==> src/hw/sysport_params.svh <==
`ifndef SYSPORT_PARAMS_SVH
`define SYSPORT_PARAMS_SVH

// System clock period in nanoseconds (250 MHz).
`define CLK_PERIOD_NS 4

// Register byte offsets on the Avalon-MM slave.
`define OFS_CR1 6'h00
`define OFS_CR2 6'h04
`define OFS_STATUS 6'h08
`define OFS_MASK 6'h0C
`define OFS_LOOP 6'h10
`define OFS_BTX 6'h14
`define OFS_DRX 6'h18

// Field positions of the first control register.
`define CR1_MASTER 0
`define CR1_RATE_LO 1
`define CR1_RATE_HI 2
// Field positions of the second control register.
`define CR2_DEN 0
`define CR2_DSEL 1
// Status and mask bit positions.
`define ST_LOOP 0
`define ST_CTRL 1
`define ST_FRAME 2

// Reset values.
`define CR1_RESET 3'h0
`define CR2_RESET 2'h0

// Master bit clock rates and frame rate in kHz.
`define RATE0_KHZ 512
`define RATE1_KHZ 1536
`define RATE2_KHZ 2048
`define RATE3_KHZ 2560
`define FRAME_KHZ 8
// D-port clock rate and its half period in system cycles.
`define D_PORT_CLOCK_KHZ 16
`define D_PORT_CLOCK_HALF_CYC ((1000000 / `D_PORT_CLOCK_KHZ) / (2 * `CLK_PERIOD_NS))

// B channels occupy the first sixteen bits after frame start.
`define B_SLOT_BITS 16
// Control-port command that reads the status byte and acknowledges.
`define CMD_RD_STATUS 8'hC1

`endif

==> src/hw/sysport_pkg.sv <==
package sysport_pkg;
  // One byte of channel or control data.
  typedef logic [7:0] byte_t;
  // Control-port shifter states.
  typedef enum logic [0:0] {CP_IDLE, CP_SHIFT} ctrl_state_t;
endpackage : sysport_pkg

==> src/hw/sync2.sv <==
`timescale 1ns/1ns
`default_nettype none
// Two-flop synchroniser for pin inputs; only stage two is read outside.
module sync2 #(
  parameter int W = 1
) (
  // Clock and reset.
  input wire logic clk_i,
  input wire logic rst_i,
  // Asynchronous input and synchronised output.
  input wire logic [W-1:0] d_i,
  output logic [W-1:0] q_o
);
  logic [W-1:0] meta; // First stage, read only by the second.

  // Both stages reset to zero.
  always_ff @(posedge clk_i or posedge rst_i) begin
    if (rst_i) begin
      meta <= '0;
      q_o <= '0;
    end else begin
      meta <= d_i;
      q_o <= meta;
    end
  end
endmodule : sync2
`default_nettype wire

==> src/hw/ctrl_port.sv <==
`timescale 1ns/1ns
`default_nettype none
`include "sysport_params.svh"
// Serial control port: eight bits per byte, bytes repeat while selected, shifted on sampled clock.
module ctrl_port (
  // Clock and reset.
  input wire logic clk_i,
  input wire logic rst_i,
  // Synchronised pin levels.
  input wire logic en_i,
  input wire logic control_port_clock_i,
  input wire logic din_i,
  // Byte shifted out while a command shifts in.
  input wire sysport_pkg::byte_t status_i,
  // Results.
  output logic dout_o,
  output logic dout_oe_n_o,
  output logic done_o,
  output sysport_pkg::byte_t cmd_o
);
  import sysport_pkg::*;
  ctrl_state_t state, next_state; // Shifter state.
  logic control_port_clock_d, next_control_port_clock_d; // Previous clock level for edge finding.
  logic [2:0] cnt, next_cnt; // Bits taken in this byte.
  byte_t sin, next_sin; // Input shift register.
  byte_t sout, next_sout; // Output shift register.
  logic next_dout, next_oe_n, next_done;
  byte_t next_cmd;

  // Rising edge samples input, falling edge moves output.
  always_comb begin
    next_state = state;
    next_control_port_clock_d = control_port_clock_i;
    next_cnt = cnt;
    next_sin = sin;
    next_sout = sout;
    next_dout = dout_o;
    next_oe_n = 1'b1;
    next_done = 1'b0;
    next_cmd = cmd_o;
    case (state)
      CP_IDLE: begin
        // A fresh select loads the status and drives its first bit.
        if (en_i) begin
          next_state = CP_SHIFT;
          next_cnt = 3'h0;
          next_sout = status_i;
          next_dout = status_i[7];
          next_oe_n = 1'b0;
        end
      end
      CP_SHIFT: begin
        if (!en_i) begin
          // Select released: line floats, partial byte is dropped.
          next_state = CP_IDLE;
        end else begin
          next_oe_n = 1'b0;
          if (control_port_clock_i && !control_port_clock_d) begin
            next_sin = {sin[6:0], din_i};
            next_cnt = cnt + 3'h1;
            if (cnt == 3'h7) begin
              next_done = 1'b1;
              next_cmd = {sin[6:0], din_i};
              next_sout = status_i;
            end
          end else if (!control_port_clock_i && control_port_clock_d) begin
            next_sout = {sout[6:0], 1'b0};
            next_dout = sout[6];
          end
        end
      end
      default: next_state = CP_IDLE;
    endcase
  end

  // Register stage.
  always_ff @(posedge clk_i or posedge rst_i) begin
    if (rst_i) begin
      state <= CP_IDLE;
      control_port_clock_d <= 1'b0;
      cnt <= 3'h0;
      sin <= 8'h00;
      sout <= 8'h00;
      dout_o <= 1'b0;
      dout_oe_n_o <= 1'b1;
      done_o <= 1'b0;
      cmd_o <= 8'h00;
    end else begin
      state <= next_state;
      control_port_clock_d <= next_control_port_clock_d;
      cnt <= next_cnt;
      sin <= next_sin;
      sout <= next_sout;
      dout_o <= next_dout;
      dout_oe_n_o <= next_oe_n;
      done_o <= next_done;
      cmd_o <= next_cmd;
    end
  end
endmodule : ctrl_port
`default_nettype wire

==> src/hw/system_port.sv <==
`timescale 1ns/1ns
`default_nettype none
`include "sysport_params.svh"
module system_port #(
  parameter int D_PORT_CLOCK_HALF = `D_PORT_CLOCK_HALF_CYC
) (
  // Clock and reset.
  input wire logic CLK_SYS_I,
  input wire logic RST_I,
  // Avalon-MM slave.
  input wire logic [5:0] AVS_ADDRESS_I,
  input wire logic AVS_READ_I,
  input wire logic AVS_WRITE_I,
  input wire logic [3:0] AVS_BYTEENABLE_I,
  input wire logic [31:0] AVS_WRITEDATA_I,
  output logic [31:0] AVS_READDATA_O,
  output logic AVS_WAITREQUEST_O,
  output logic IRQ_O,
  // Line-side data and loop status, on the system clock.
  input wire logic [3:0] LOOP_STATUS_I,
  input wire sysport_pkg::byte_t B1_LINE_RX_I,
  input wire sysport_pkg::byte_t B2_LINE_RX_I,
  input wire sysport_pkg::byte_t D_LINE_RX_I,
  // Control port pins.
  input wire logic INTERFACE_SELECT_I,
  input wire logic CONTROL_PORT_CLOCK_I,
  input wire logic CHIP_SELECT_N_I,
  input wire logic CTRL_DATA_IN_I,
  output logic CTRL_DATA_OUT_O,
  output logic CTRL_DATA_OUT_OE_N_O,
  output logic INTERRUPT_N_O,
  output logic INTERRUPT_N_OE_N_O,
  // B-channel pins.
  input wire logic BIT_CLOCK_I,
  output logic BIT_CLOCK_O,
  output logic BIT_CLOCK_OE_N_O,
  input wire logic TRANSMIT_FRAME_SYNC_I,
  output logic TRANSMIT_FRAME_SYNC_O,
  output logic TRANSMIT_FRAME_SYNC_OE_N_O,
  input wire logic B_DATA_INPUT_I,
  output logic B_DATA_OUTPUT_O,
  output logic B_DATA_OUTPUT_OE_N_O,
  // D-port pins.
  input wire logic D_CHANNEL_TX_INPUT_I,
  output logic D_CHANNEL_RX_OUTPUT_O,
  output logic D_CHANNEL_RX_OUTPUT_OE_N_O,
  output logic D_PORT_CLOCK_O,
  output logic D_PORT_CLOCK_OE_N_O
);
  import sysport_pkg::*;

  // Half period of the master bit clock in system cycles.
  function automatic logic [7:0] bclk_half(input logic [1:0] sel);
    int khz;
    khz = (sel == 2'h0) ? `RATE0_KHZ : (sel == 2'h1) ? `RATE1_KHZ :
          (sel == 2'h2) ? `RATE2_KHZ : `RATE3_KHZ;
    return 8'((1000000 / khz) / (2 * `CLK_PERIOD_NS));
  endfunction : bclk_half

  // Bit periods per 8 kHz frame at the selected master rate.
  function automatic logic [8:0] frame_bits(input logic [1:0] sel);
    int khz;
    khz = (sel == 2'h0) ? `RATE0_KHZ : (sel == 2'h1) ? `RATE1_KHZ :
          (sel == 2'h2) ? `RATE2_KHZ : `RATE3_KHZ;
    return 9'(khz / `FRAME_KHZ);
  endfunction : frame_bits

  // Every pin input passes two flops; the control clock may be unrelated.
  logic [7:0] pin_s; // Synchronised pin levels.
  sync2 #(.W(8)) u_sync (
    .clk_i(CLK_SYS_I),
    .rst_i(RST_I),
    .d_i({INTERFACE_SELECT_I, CONTROL_PORT_CLOCK_I, CHIP_SELECT_N_I,
          CTRL_DATA_IN_I, BIT_CLOCK_I, TRANSMIT_FRAME_SYNC_I,
          B_DATA_INPUT_I, D_CHANNEL_TX_INPUT_I}),
    .q_o(pin_s)
  );
  logic isel_s, control_port_clock_s, cs_n_s, cdin_s, bclk_s, fs_s, bx_s, dx_s;
  assign {isel_s, control_port_clock_s, cs_n_s, cdin_s, bclk_s, fs_s, bx_s, dx_s} = pin_s;

  // Software-visible registers.
  logic [2:0] cr1, next_cr1; // Master role and rate select.
  logic [1:0] cr2, next_cr2; // D-port enable and clock select.
  logic [2:0] status, next_status; // Sticky events.
  logic [2:0] mask, next_mask; // Interrupt enables.
  logic [15:0] b_tx, next_b_tx; // Last captured B1 and B2 bytes.
  byte_t d_rx, next_d_rx; // Last captured D byte.
  logic wait_q, next_wait; // Registered waitrequest.
  logic [31:0] next_rdata;
  logic next_irq;
  wire cr1_master = cr1[`CR1_MASTER];
  wire [1:0] cr1_rate = cr1[`CR1_RATE_HI:`CR1_RATE_LO];
  wire d_en = cr2[`CR2_DEN];
  wire d_sel = cr2[`CR2_DSEL];

  // Control port and interrupt latch.
  logic cp_done; // One byte completed under select.
  byte_t cp_cmd; // That byte.
  logic cp_dout, cp_oe_n;
  logic intr, next_intr; // Interrupt latch.
  logic [3:0] loop_d; // Previous loop status.
  wire ctrl_en = isel_s && !cs_n_s;
  wire loop_chg = (LOOP_STATUS_I != loop_d);
  wire rd_status = cp_done && (cp_cmd == `CMD_RD_STATUS);

  ctrl_port u_ctrl (
    .clk_i(CLK_SYS_I),
    .rst_i(RST_I),
    .en_i(ctrl_en),
    .control_port_clock_i(control_port_clock_s),
    .din_i(cdin_s),
    .status_i({intr, status, LOOP_STATUS_I}),
    .dout_o(cp_dout),
    .dout_oe_n_o(cp_oe_n),
    .done_o(cp_done),
    .cmd_o(cp_cmd)
  );

  // Bit clock, frame timing and B/D channel state.
  logic [7:0] bdiv, next_bdiv; // Master bit clock divider.
  logic bgen, next_bgen; // Generated bit clock level.
  logic bclk_d, next_bclk_d; // Previous bit clock level.
  logic fs_d, next_fs_d; // Previous frame sync level.
  logic fs_pend, next_fs_pend; // Frame sync seen, waiting for bit edge.
  logic [8:0] bit_cnt, next_bit_cnt; // Bit position in frame.
  logic [15:0] bsh, next_bsh; // B input shift register.
  logic [13:0] ddiv, next_ddiv; // D-port clock divider.
  logic dgen, next_dgen; // Generated D-port clock level.
  logic d_port_clock_d, next_d_port_clock_d; // Previous selected D clock level.
  byte_t dsh, next_dsh; // D input shift register.
  logic [2:0] dbit, next_dbit; // D bit position.
  logic next_br, next_br_oe_n, next_dr, next_fs_o;
  wire bclk_cur = cr1_master ? bgen : bclk_s;
  wire b_rise = bclk_cur && !bclk_d;
  wire b_fall = !bclk_cur && bclk_d;
  wire fs_rise = fs_s && !fs_d;
  wire d_port_clock_cur = d_sel ? bclk_cur : dgen;
  wire d_rise = d_port_clock_cur && !d_port_clock_d;
  wire d_fall = !d_port_clock_cur && d_port_clock_d;
  wire [15:0] b_line = {B1_LINE_RX_I, B2_LINE_RX_I};

  // Bus, registers and interrupt; every event flag lets the set win.
  always_comb begin
    next_cr1 = cr1;
    next_cr2 = cr2;
    next_mask = mask;
    next_status = status;
    next_wait = !((AVS_READ_I || AVS_WRITE_I) && wait_q);
    next_rdata = AVS_READDATA_O;
    if (AVS_READ_I && wait_q) begin
      case (AVS_ADDRESS_I)
        `OFS_CR1: next_rdata = {29'h0, cr1};
        `OFS_CR2: next_rdata = {30'h0, cr2};
        `OFS_STATUS: next_rdata = {29'h0, status};
        `OFS_MASK: next_rdata = {29'h0, mask};
        `OFS_LOOP: next_rdata = {18'h0, isel_s, intr, cp_cmd, LOOP_STATUS_I};
        `OFS_BTX: next_rdata = {16'h0, b_tx};
        `OFS_DRX: next_rdata = {24'h0, d_rx};
        default: next_rdata = 32'h0; // Unmapped reads as zero.
      endcase
    end
    if (AVS_WRITE_I && !wait_q && AVS_BYTEENABLE_I[0]) begin
      case (AVS_ADDRESS_I)
        `OFS_CR1: next_cr1 = AVS_WRITEDATA_I[2:0];
        `OFS_CR2: next_cr2 = AVS_WRITEDATA_I[1:0];
        `OFS_STATUS: next_status = status & ~AVS_WRITEDATA_I[2:0];
        `OFS_MASK: next_mask = AVS_WRITEDATA_I[2:0];
        default: next_status = next_status; // Writes elsewhere are dropped.
      endcase
    end
    if (loop_chg) next_status[`ST_LOOP] = 1'b1;
    if (cp_done) next_status[`ST_CTRL] = 1'b1;
    if (b_rise && next_bit_cnt == 9'h0) next_status[`ST_FRAME] = 1'b1;
    next_irq = |(next_status & next_mask);
    // Pin latch: a change in the same cycle as the read keeps it set.
    next_intr = intr;
    if (rd_status) next_intr = 1'b0;
    if (loop_chg) next_intr = 1'b1;
  end

  // Frame, B channel and D port next values.
  always_comb begin
    next_bclk_d = bclk_cur;
    next_fs_d = fs_s;
    next_d_port_clock_d = d_port_clock_cur;
    next_bdiv = bdiv;
    next_bgen = bgen;
    next_ddiv = ddiv;
    next_dgen = dgen;
    next_fs_pend = fs_pend;
    next_bit_cnt = bit_cnt;
    next_bsh = bsh;
    next_b_tx = b_tx;
    next_br = B_DATA_OUTPUT_O;
    next_br_oe_n = B_DATA_OUTPUT_OE_N_O;
    next_fs_o = TRANSMIT_FRAME_SYNC_O;
    next_dsh = dsh;
    next_dbit = dbit;
    next_d_rx = d_rx;
    next_dr = D_CHANNEL_RX_OUTPUT_O;
    // The divider toggles the master bit clock at the chosen rate.
    if (!cr1_master) begin
      next_bdiv = 8'h0;
      next_bgen = 1'b0;
    end else if (bdiv >= bclk_half(cr1_rate) - 8'h1) begin
      next_bdiv = 8'h0;
      next_bgen = !bgen;
    end else begin
      next_bdiv = bdiv + 8'h1;
    end
    if (fs_rise && !cr1_master) next_fs_pend = 1'b1;
    if (b_rise) begin
      if (cr1_master) begin
        next_bit_cnt = (bit_cnt >= frame_bits(cr1_rate) - 9'h1) ? 9'h0 :
                       bit_cnt + 9'h1;
      end else if (fs_pend || fs_rise) begin
        next_bit_cnt = 9'h0;
        next_fs_pend = 1'b0;
      end else if (bit_cnt != 9'h1FF) begin
        next_bit_cnt = bit_cnt + 9'h1; // Parks until the next sync.
      end
      next_fs_o = cr1_master && (next_bit_cnt == 9'h0);
      // Drive only inside the B1 and B2 slots, MSB first.
      next_br_oe_n = !(next_bit_cnt < `B_SLOT_BITS);
      next_br = b_line[4'hF - next_bit_cnt[3:0]];
    end
    if (b_fall && bit_cnt < `B_SLOT_BITS) begin
      next_bsh = {bsh[14:0], bx_s};
      if (bit_cnt == `B_SLOT_BITS - 1) next_b_tx = {bsh[14:0], bx_s};
    end
    // The D-port clock runs only while the port is enabled.
    if (!d_en) begin
      next_ddiv = 14'h0;
      next_dgen = 1'b0;
      next_dbit = 3'h0;
    end else begin
      if (ddiv >= 14'(D_PORT_CLOCK_HALF - 1)) begin
        next_ddiv = 14'h0;
        next_dgen = !dgen;
      end else begin
        next_ddiv = ddiv + 14'h1;
      end
      if (d_rise) next_dr = D_LINE_RX_I[3'h7 - dbit];
      if (d_fall) begin
        next_dsh = {dsh[6:0], dx_s};
        next_dbit = dbit + 3'h1;
        if (dbit == 3'h7) next_d_rx = {dsh[6:0], dx_s};
      end
    end
  end

  // Register stage for all of the above.
  always_ff @(posedge CLK_SYS_I or posedge RST_I) begin
    if (RST_I) begin
      cr1 <= `CR1_RESET;
      cr2 <= `CR2_RESET;
      status <= 3'h0;
      mask <= 3'h0;
      b_tx <= 16'h0000;
      d_rx <= 8'h00;
      wait_q <= 1'b1;
      AVS_READDATA_O <= 32'h0;
      AVS_WAITREQUEST_O <= 1'b1;
      IRQ_O <= 1'b0;
      intr <= 1'b0;
      loop_d <= 4'h0;
      bdiv <= 8'h0;
      bgen <= 1'b0;
      bclk_d <= 1'b0;
      fs_d <= 1'b0;
      fs_pend <= 1'b0;
      bit_cnt <= 9'h1FF;
      bsh <= 16'h0000;
      ddiv <= 14'h0;
      dgen <= 1'b0;
      d_port_clock_d <= 1'b0;
      dsh <= 8'h00;
      dbit <= 3'h0;
      CTRL_DATA_OUT_O <= 1'b0;
      CTRL_DATA_OUT_OE_N_O <= 1'b1;
      INTERRUPT_N_O <= 1'b0;
      INTERRUPT_N_OE_N_O <= 1'b1;
      BIT_CLOCK_O <= 1'b0;
      BIT_CLOCK_OE_N_O <= 1'b1;
      TRANSMIT_FRAME_SYNC_O <= 1'b0;
      TRANSMIT_FRAME_SYNC_OE_N_O <= 1'b1;
      B_DATA_OUTPUT_O <= 1'b0;
      B_DATA_OUTPUT_OE_N_O <= 1'b1;
      D_CHANNEL_RX_OUTPUT_O <= 1'b0;
      D_CHANNEL_RX_OUTPUT_OE_N_O <= 1'b1;
      D_PORT_CLOCK_O <= 1'b0;
      D_PORT_CLOCK_OE_N_O <= 1'b1;
    end else begin
      cr1 <= next_cr1;
      cr2 <= next_cr2;
      status <= next_status;
      mask <= next_mask;
      b_tx <= next_b_tx;
      d_rx <= next_d_rx;
      wait_q <= next_wait;
      AVS_READDATA_O <= next_rdata;
      AVS_WAITREQUEST_O <= next_wait;
      IRQ_O <= next_irq;
      intr <= next_intr;
      loop_d <= LOOP_STATUS_I;
      bdiv <= next_bdiv;
      bgen <= next_bgen;
      bclk_d <= next_bclk_d;
      fs_d <= next_fs_d;
      fs_pend <= next_fs_pend;
      bit_cnt <= next_bit_cnt;
      bsh <= next_bsh;
      ddiv <= next_ddiv;
      dgen <= next_dgen;
      d_port_clock_d <= next_d_port_clock_d;
      dsh <= next_dsh;
      dbit <= next_dbit;
      CTRL_DATA_OUT_O <= cp_dout;
      CTRL_DATA_OUT_OE_N_O <= cp_oe_n || !ctrl_en;
      INTERRUPT_N_O <= 1'b0; // Open drain only ever pulls low.
      INTERRUPT_N_OE_N_O <= !next_intr;
      BIT_CLOCK_O <= next_bgen;
      BIT_CLOCK_OE_N_O <= !cr1_master;
      TRANSMIT_FRAME_SYNC_O <= next_fs_o;
      TRANSMIT_FRAME_SYNC_OE_N_O <= !cr1_master;
      B_DATA_OUTPUT_O <= next_br;
      B_DATA_OUTPUT_OE_N_O <= next_br_oe_n;
      D_CHANNEL_RX_OUTPUT_O <= next_dr;
      D_CHANNEL_RX_OUTPUT_OE_N_O <= !d_en;
      D_PORT_CLOCK_O <= next_dgen;
      D_PORT_CLOCK_OE_N_O <= !d_en;
    end
  end
endmodule : system_port
`default_nettype wire

==> config.mk <==
export PLATFORM = sky130hd
export DESIGN_NAME = system_port
export DESIGN_NICKNAME = d
export VERILOG_FILES = /design/src/hw/sysport_pkg.sv /design/src/hw/sync2.sv /design/src/hw/ctrl_port.sv /design/src/hw/system_port.sv
export VERILOG_INCLUDE_DIRS = /design/src /design/src/hw
export SDC_FILE = /design/constraint.sdc
export NUM_CORES = 1
export LEC_CHECK = 0
export ABC_AREA = 1
export BUFFER_PORTS_ARGS = -buffer_cell sky130_fd_sc_hd__buf_2
export CORE_MARGIN = 1
export CORE_UTILIZATION = 45
export DETAILED_ROUTE_END_ITERATION = 6
export PLACE_DENSITY = 0.66
export SETUP_SLACK_MARGIN = 0.15
export SLEW_MARGIN = 0
export SYNTH_ARGS = -nofsm -noshare
export SYNTH_HDL_FRONTEND = slang
export SYNTH_SLANG_ARGS = --single-unit
export TNS_END_PERCENT = 100
==> constraint.sdc <==
create_clock -name CLK_SYS_I -period 7.9 [get_ports CLK_SYS_I]
set_input_delay 1.185 -clock CLK_SYS_I [delete_from_list [all_inputs] [get_ports CLK_SYS_I]]
set_output_delay 1.185 -clock CLK_SYS_I [all_outputs]
set_load 0.01 [all_outputs]
# Yosys cells after proc, flatten, opt, wreduce, memory -nomap -nowiden
# Cells that the tools add are included.
[word_totals]
input_bits = 82
word_cells = 207
reg_bits = 191
[op_classes]
bitwise_logic = 6
add_sub_neg = 11
n_lt_le_gt_ge = 7
reduce_logical = 55
eq_ne = 24
div_mod_pow = 1
mux = 60
[op_table]
columns = ["operator", "count"]
rows = [
  ["$pmux W16 S7", 1],
  ["$mux W9", 6],
  ["$mux W7", 5],
  ["$div A21 B32 Y32 const A", 1],
  ["$mux W14", 2],
  ["$mux W1", 27],
  ["$mux W3", 9],
  ["$mux W12", 2],
  ["$eq A6 B5 Y1 const B", 3],
  ["$logic_not A9 Y1", 2],
  ["$lt A9 B5 Y1 const B", 2],
  ["$logic_and A1 B1 Y1", 17],
  ["$logic_not A1 Y1", 17],
  ["$mux W8", 2],
  ["$add A14 B1 Y14 const B", 1],
  ["$ge A14 B13 Y1 const B", 1],
  ["$pmux W7 S2", 1],
  ["$eq A6 B4 Y1 const B", 2],
  ["$reduce_and A4 Y1", 3],
  ["$mux W10", 1],
  ["$ne A2 B2 Y1 const B", 5],
  ["$reduce_and A2 Y1", 5],
  ["$add A9 B1 Y9", 1],
  ["$add A9 B1 Y9 const B", 1],
  ["35 further kinds", 47],
]

# Logic depth before layout (Yosys ltp)
# Gate-level depths: netlist (run 1).
[depth]
depth_word = 18
ltp_mapped = 18
ltp_nobuf = 18

# Hierarchy
# From an unflattened synthesis (run 1), not the netlist that was laid out.
[hier_totals]
cells_unflattened = 1010
area_unflattened_um2 = 8562.0
[by_module_without_submodules]
columns = ["module", "seq_area_each_um2", "cells_each", "n_inst", "area_each_um2"]
rows = [
  ["system_port", 3246.9, 836, 1, 6756.5],
  ["ctrl_port", 752.0, 157, 1, 1401.3],
  ["sync2", 400.4, 17, 1, 404.1],
]

# Least setup slack after synthesis (run 1)
# OpenSTA, ideal clock, no wires.
[synth_timing]
path_type = "register -> register"
start = "reg bit_cnt[0]"
end = "reg B_DATA_OUTPUT_O"
slack_ps = 5388
path_stages_with_launch = 19
arrival_time_ps = 2395
setup_ps = 117
cell_sequence = "dfstp_2 ha_1 nand2_1 inv_1 nand3_1 nor2_1 ha_1 clkbuf_1 inv_1 nand2_1 nand3_2 nand2_2 nand2_1 nand3_1 nand3_1 nand3_1 nand2_1 nand2_1 nand2_1"
[synth_between]
elab_chain_len = 8
word_cells_on_any_way = 11
[synth_rtl]
columns = ["element", "line_no", "text"]
rows = [
  ["start: declaration", "system_port.sv:125", "logic [8:0] bit_cnt, next_bit_cnt;"],
  ["start signal: assignment", "system_port.sv:311", "bit_cnt <= next_bit_cnt;"],
  ["$add A9 B1 Y9 or $ne A9 B9 Y1 (tied branches)", "system_port.sv:215, system_port.sv:220, system_port.sv:219", ""],
  ["$mux W9", "system_port.sv:219", "end else if (bit_cnt != 9'h1FF) begin"],
  ["$mux W9", "system_port.sv:216", "end else if (fs_pend || fs_rise) begin"],
  ["$mux W9 (*)", "system_port.sv:213", "if (cr1_master) begin"],
  ["$mux W9 (*)", "system_port.sv:212", "if (b_rise) begin"],
  ["$sub A4 B4 Y4 (*)", "system_port.sv:225", "next_br = b_line[4'hF - next_bit_cnt[3:0]];"],
  ["$bmux W1 S4 (*)", "system_port.sv:225", ""],
  ["$mux W1 (not written as such) (*)", "system_port.sv:225", ""],
  ["end signal: assignment", "system_port.sv:326", "B_DATA_OUTPUT_O <= next_br;"],
  ["end: declaration", "system_port.sv:41", "output logic B_DATA_OUTPUT_O,"],
]
# Mark *: on every way between the ends. The rest lies on a longest branch, timed or not. The select of a mux whose other input is x is not followed.
# A chain may end at the register's enable or synchronous reset.

# Final worst setup path (run 1)
[layout_timing]
start = "reg bit_cnt[0]"
end = "reg IRQ_O"
[layout_between]
elab_chain_len = 11
word_cells_on_any_way = 14
[layout_rtl]
columns = ["element", "line_no", "text"]
rows = [
  ["$add A9 B1 Y9 or $ne A9 B9 Y1 (tied branches)", "system_port.sv:215, system_port.sv:220, system_port.sv:219", ""],
  ["$mux W9", "system_port.sv:219", ""],
  ["$mux W9", "system_port.sv:216", ""],
  ["$mux W9", "system_port.sv:213", ""],
  ["$mux W9", "system_port.sv:212", ""],
  ["$mux W9 (*)", "system_port.sv:212", ""],
  ["$logic_not A9 Y1 (*)", "system_port.sv:173", "if (b_rise && next_bit_cnt == 9'h0) next_status[`ST_FRAME] = 1'b1;"],
  ["$logic_and A1 B1 Y1 (*)", "system_port.sv:173", ""],
  ["$mux W1 (*)", "system_port.sv:173", ""],
  ["net next_status[2]", "system_port.sv:84", "logic [2:0] status, next_status;"],
  ["$and A3 B3 Y3 (*)", "system_port.sv:174", "next_irq = |(next_status & next_mask);"],
  ["$reduce_or A3 Y1 (*)", "system_port.sv:174", ""],
  ["net next_irq", "system_port.sv:90", "logic next_irq;"],
  ["end signal: assignment", "system_port.sv:303", "IRQ_O <= next_irq;"],
  ["end: declaration", "system_port.sv:18", "output logic IRQ_O,"],
]
# The timed path passes the listed nets; every way through them passes the cells marked *. The select of a mux whose other input is x is not followed.

==> results.sh, run 1 <==
export IMPL_outcome="finished with violations"
export IMPL_violations="design-rule violations"
export IMPL_synth_ff_type="dfrtp_1"
export IMPL_fin_setup_tns_ns=0
export IMPL_hp_class="reg2reg"
export IMPL_firstDrtPassIters=7
export IMPL_final_hold_viol_count=0
export IMPL_layout_area_seq_sq_um=4400
export IMPL_powerDensity_nw_per_um2=270
export IMPL_maxCapViolCount=0
export IMPL_ys_seq_elements=175
export IMPL_synth_seq_area_share=0.526
export IMPL_cp_max_fo=9
export IMPL_ys_types=52
export IMPL_cts_path_max_buffers=2
export IMPL_rsz0062_at_grt="false"
export IMPL_wl_per_cell_um=13.4
export IMPL_synthCells=956
export IMPL_routed_wl_um=17100
export IMPL_cts_resized=0
export IMPL_grt_max_degree=112
export IMPL_die_area_sq_um=19100
export IMPL_clk_transition_reported_paths_ns=0.07
export IMPL_nets=1137
export IMPL_skew_ns=0.0211
export IMPL_drc=10
export IMPL_fin_area_sq_um=9450
export IMPL_fin_crit_ns=3.00
export IMPL_vias_per_cell=4.99
export IMPL_synth_avg_cell_area_sq_um=8.75
export IMPL_final_antenna_net_count=0
export IMPL_start_util=0.462
export IMPL_fillers=1642
export IMPL_first_iter_violations=417
export IMPL_worstSetupPathType="reg2reg"
export IMPL_routabilityCongestion=0.862
export IMPL_async_flop_share=1.00
export IMPL_io_pins=130
export IMPL_timing_hold_ws_ns=0.349
export IMPL_hpwl_um=12400
export IMPL_tightest_slew_ns=0.964
export IMPL_synth_warnings=0
export IMPL_pre_cts_ws_ns=4.74
export IMPL_core_sq_um=18100
export IMPL_placed_cells=1240
export IMPL_grt_usage=0.196
export IMPL_diodes=0
export IMPL_required_ns=8.25
export IMPL_final_max_slew_violation_count=0
export IMPL_setup_viol=0
export IMPL_cts_buffers=17
export IMPL_post_cts_buffers=0
export IMPL_io_buffer_count=80
export IMPL_max_slew_margin=0.357
export IMPL_cts_sinks=175
export IMPL_post_route_period_util=0.380
export IMPL_rows=49
export IMPL_cts_root_buf="clkbuf_16"
export IMPL_dieHeight_um=138
export IMPL_post_dp_cell_area_sq_um=8860
export IMPL_setup_ws_ns=4.90
export IMPL_synth_edf_count=0
export IMPL_grt_pass1_vias=6220
export IMPL_ir_worst_vdd_mv=0.165
export IMPL_grt_ovfl_total=0
export IMPL_cts_hold_buf=0
export IMPL_worstPathArrival_ns=3.35
export IMPL_tritoncts="built"
export IMPL_maxClockFrequency_mhz=333
export IMPL_end_kind="register"
export IMPL_drive_gt1_frac=0.157
export IMPL_h_tree_depth=4
export IMPL_p_leak_nw=4.70
export IMPL_cp_start_kind="register"
export IMPL_final_cell_count_no_fill=1272
export IMPL_synth_area_sq_um=8360
export IMPL_insertion_delay_ns=0.43
export IMPL_die_w_um=138
export IMPL_multiInputGateArea_sq_um=3270
export IMPL_grt_pass1_wl_um=30000
export IMPL_synthToLayoutAreaGrowth_pct=13.0
export IMPL_vias=6344
export IMPL_antenna_found_initial=2
[cells in the final DEF (no fill, tap or decap), drive strengths merged, types with 2 or more instances in the layout]
cell type and n:
conb 18, a21oi 25, a32oi 2, o211ai 9, dfrtp 159, ha 25, a22oi 9, clkinv 9
xor2 11, nor4 2, nor2 61, o32ai 2, xnor2 2, o21a 5, nand2 234, or2 4
dfstp 16, o21ai 106, nor3b 4, buf 82, nand3 62, mux2 3, clkbuf 17, bufinv 2
nand3b 6, nor3 13, nand4 12, inv 133, and3 2
[worst max-delay path, cell delays in order, from the launching register on]
cell and delay, ns:
dfstp_2 0.57, ha_1 0.23, nand2_1 0.07, inv_1 0.11, nand3_1 0.10, nor2_1 0.17
ha_1 0.38, inv_1 0.22, o211ai_1 0.25, nand3_1 0.09, o21ai_0 0.17, nand2_1 0.08
nor2_1 0.14, nand3_1 0.10, nand2_1 0.09, nand2_1 0.05, nand2_1 0.09
[report_power, final]
| part | total, W | internal, W | leakage [nW] | switching (W) |
|---|---|---|---|---|
| clock | 0.000828 | 0.000470 | 0.290 | 0.000358 |
| sequential | 0.00109 | 0.00101 | 2.25 | 0.0000837 |
| combinational | 0.000631 | 0.000227 | 2.16 | 0.000404 |
| total | 0.00255 | 0.00171 | 4.70 | 0.000846 |
[registers in the layout (all words and copies together) (netlist names), 4 cells and up]
register / flops
d_rx: 8
bdiv: 8
u_ctrl.sout: 7
bsh: 15
b_tx: 16
u_sync.q_o: 8
dsh: 7
u_sync.meta: 8
loop_d: 4
ddiv: 14
AVS_READDATA_O: 16
u_ctrl.cmd_o: 8
u_ctrl.sin: 7
bit_cnt: 9
[cell families (layout without fill, tap and decap cells)]
logic type	count (synthesis)	in the layout	share of synthesized area
xor+xnor	13	13	0.0136
simple gates	401	401	0.213
fa+ha+maj	25	25	0.0374
compound gates	164	164	0.114
buf+inv	174	244	0.0907
mux	3	3	0.00404
other cells	1	18	0.000448
flops	175	175	0.526
[cells in the mapped netlist (3+ instances only)]
cell | number | share of area
dfrtp_1 | 159 | 0.48
o211ai_1 | 9 | 0.0081
o21a_1 | 5 | 0.0045
o21ai_0 | 95 | 0.057
nand3b_1 | 6 | 0.0054
or2_2 | 3 | 0.0022
a22oi_1 | 9 | 0.0081
nor3_2 | 3 | 0.0036
nor2_1 | 58 | 0.026
a21oi_1 | 24 | 0.014
dfstp_2 | 16 | 0.050
mux2_2 | 3 | 0.0040
o21ai_2 | 8 | 0.0084
nor3b_1 | 4 | 0.0036
buf_2 | 3 | 0.0018
nand2_1 | 230 | 0.10
xor2_1 | 11 | 0.012
nand2_2 | 3 | 0.0022
clkbuf_1 | 17 | 0.0076
nor3_1 | 10 | 0.0060
ha_1 | 25 | 0.037
nand4_1 | 11 | 0.0082
inv_1 | 127 | 0.057
buf_6 | 3 | 0.0040
nand3_1 | 59 | 0.035
buf_4 | 21 | 0.019
[final timing paths]
kind,start,end,slack (ns),cells after the start
setup / recovery,bit_cnt[0],IRQ_O,4.90,16
hold / removal,u_sync.meta[0],u_sync.q_o[0],0.35,0
min in group asynchronous,RST_I,ddiv[4],0.96,2
max in group asynchronous,RST_I,status[0],5.57,3
setup reg to reg,bit_cnt[0],IRQ_O,4.90,16
hold reg to reg,u_sync.meta[0],u_sync.q_o[0],0.35,0
[stage by stage]
stage	utilization	total power, W
after floorplan	-	0.00159
after detailed placement	0.490	0.00174
after global routing	0.522	0.00274
after global placement	0.490	0.00173
after CTS	0.522	0.00258
final	0.522	0.00255
[metal layers]
metal / part of all wire / track usage / up-vias
met5: 0.0015 / 0 / -
met2: 0.45 / 0.300 / 135
met3: 0.041 / 0.0436 / 25
met1: 0.49 / 0.273 / 2970
li1: - / - / 3210
met4: 0.016 / 0.0727 / 4
[area by class of cell]
cell class | count | area share
Sequential cell | 175 | 0.466
Multi-Input combinational cell | 624 | 0.346
Inverter | 130 | 0.0522
Clock buffer | 17 | 0.0450
Timing Repair Buffer | 82 | 0.0440
Tap cell | 229 | 0.0303
Clock inverter | 15 | 0.0169
Power figures use the tool's default switching activity.
==> inputs of run 2 (changes only) <==
- clock period: 7.9 -> 3.13 ns (I/O delays scaled with it)
==> run 2 against run 1 <==
Against the previous run: the flow still finishes with violations (design-rule violations); first-iteration DRC count down 24%; die area is the same; maximum frequency rose by 13%; worst hold slack got worse by 0.23 ns; final cell count grew 0.63%; sequential share of layout area down 0.24 points; worst setup slack lost 4.4 ns; core utilization up 0.27 points; sequential cell count stayed put; critical endpoint is now B_DATA_OUTPUT_O; highest routed layer unchanged.
==> results.sh, run 2 (synthesized netlist as in run 1, its figures left out) <==
export IMPL_outcome="finished with violations"
export IMPL_violations="design-rule violations"
export IMPL_powerDensity_nw_per_um2=668
export IMPL_cp_start_kind="register"
export IMPL_synthToLayoutAreaGrowth_pct=13.6
export IMPL_diodes=0
export IMPL_dieHeight_um=138
export IMPL_vias=6308
export IMPL_setup_viol=0
export IMPL_post_dp_cell_area_sq_um=8950
export IMPL_grt_ovfl_total=0
export IMPL_fin_area_sq_um=9500
export IMPL_r2r_slack_ns=0.46
export IMPL_max_slew_margin=0.425
export IMPL_cts_sinks=175
export IMPL_nets=1145
export IMPL_final_common_cell="nand2_1"
export IMPL_tightest_slew_ns=0.863
export IMPL_final_max_slew_violation_count=0
export IMPL_cts_buffers=17
export IMPL_routed_wl_um=17100
export IMPL_final_antenna_net_count=0
export IMPL_grt_pass1_wl_um=29200
export IMPL_p_leak_nw=4.72
export IMPL_end_kind="register"
export IMPL_core_sq_um=18100
export IMPL_die_w_um=138
export IMPL_skew_ns=0.00959
export IMPL_ir_worst_vdd_mv=0.307
export IMPL_post_route_period_util=0.852
export IMPL_start_util=0.462
export IMPL_hpwl_um=12400
export IMPL_worstSetupPathType="reg2reg"
export IMPL_routabilityCongestion=0.877
export IMPL_drc=4
export IMPL_wl_per_cell_um=13.3
export IMPL_r2r_worst_path_cells=15
export IMPL_rsz0062_at_grt="false"
export IMPL_firstDrtPassIters=7
export IMPL_cts_root_buf="clkbuf_16"
export IMPL_die_area_sq_um=19100
export IMPL_first_iter_violations=317
export IMPL_rows=49
export IMPL_grt_usage=0.191
export IMPL_pre_cts_ws_ns=0.444
export IMPL_fin_crit_ns=2.67
export IMPL_clk_transition_reported_paths_ns=0.06
export IMPL_layout_common_cells="nand2_1 (230), dfrtp_1 (159), inv_1 (126)"
export IMPL_vias_per_cell=4.93
export IMPL_post_cts_buffers=0
export IMPL_grt_pass1_vias=5889
export IMPL_cts_hold_buf=0
export IMPL_drive_gt1_frac=0.161
export IMPL_cts_path_max_buffers=2
export IMPL_reg2reg_from="cr1[2]"
export IMPL_cts_resized=0
export IMPL_hp_class="in2async"
export IMPL_antenna_found_initial=2
export IMPL_reg2reg_to="B_DATA_OUTPUT_O"
export IMPL_h_tree_depth=4
export IMPL_worstPathArrival_ns=2.98
export IMPL_fin_setup_tns_ns=0
export IMPL_cp_max_fo=8
export IMPL_io_buffer_count=80
export IMPL_setup_ws_ns=0.464
export IMPL_io_pins=130
export IMPL_maxCapViolCount=0
export IMPL_tritoncts="built"
export IMPL_final_hold_viol_count=0
export IMPL_grt_max_degree=69
export IMPL_required_ns=3.44
export IMPL_fillers=1655
export IMPL_timing_hold_ws_ns=0.123
export IMPL_maxClockFrequency_mhz=375
export IMPL_top_regs="AVS_READDATA_O (16), b_tx (16), bsh (15)"
export IMPL_insertion_delay_ns=0.43
## run 2: cell count changes in the layout (fill, tap and decap cells not counted), sizes merged
cell | before | now
inv | 133 | 128
buf | 82 | 90
clkinv | 9 | 6
clkinvlp | 1 | 4
clkbuf | 17 | 24
bufinv | 2 | 0
## run 2: routing by layer
| layer | track usage | wire [um] | vias to the layer above |
|---|---|---|---|
| met5 | 0 | 26 | - |
| met4 | 0.0497 | 173 | 4 |
| met3 | 0.0423 | 651 | 22 |
| met2 | 0.291 | 7520 | 117 |
| met1 | 0.277 | 8700 | 2950 |
| li1 | - | - | 3215 |
## run 2: critical path, cell delays in order (launching register included)
cell and delay [ns]:
dfrtp_1 0.42, inv_1 0.20, ha_1 0.29, inv_1 0.09, ha_1 0.22, nand2_1 0.08, o21a_1 0.35, nand3b_1 0.16
nand2_1 0.19, inv_1 0.12, nand3_1 0.12, nand3_1 0.08, nand3_1 0.08, nand2_1 0.05, nand2_1 0.05, nand2_1 0.05
## run 2: cell type report
class                      count  area (sq um)  share of cell area
clock inverter                 8          58.8             0.00619
tap                          229           287              0.0302
clock buffer                  24           492              0.0518
inverter                     130           492              0.0518
multi-input combinational    624          3270               0.344
timing repair buffer          90           500              0.0527
sequential                   175          4400               0.463
## run 2: per-stage QoR
stage / total power (W) / std cells / util
after floorplan: 0.00402 / 973 / -
after global placement: 0.00438 / 1248 / 0.495
after detailed placement: 0.00442 / 1248 / 0.495
after CTS: 0.00639 / 1280 / 0.525
after global routing: 0.00676 / 1280 / 0.525
final: 0.00634 / 1280 / 0.525
## run 2: worst max-delay path by stage
stage / startpoint / end / cells after the start
detailed placement: cr1[2] / B_DATA_OUTPUT_O / 15
global placement: cr1[2] / B_DATA_OUTPUT_O / 15
CTS: cr1[2] / B_DATA_OUTPUT_O / 15
finish: cr1[2] / B_DATA_OUTPUT_O / 15
global route: bit_cnt[0] / B_DATA_OUTPUT_O / 17
floorplan: RST_I / AVS_READDATA_O[0] / 1
## run 2: power breakdown
part	switching [W]	internal, W
Sequential	0.000210	0.00255
Clock	0.000860	0.00110
Combinational	0.00104	0.000590
Total	0.00211	0.00424
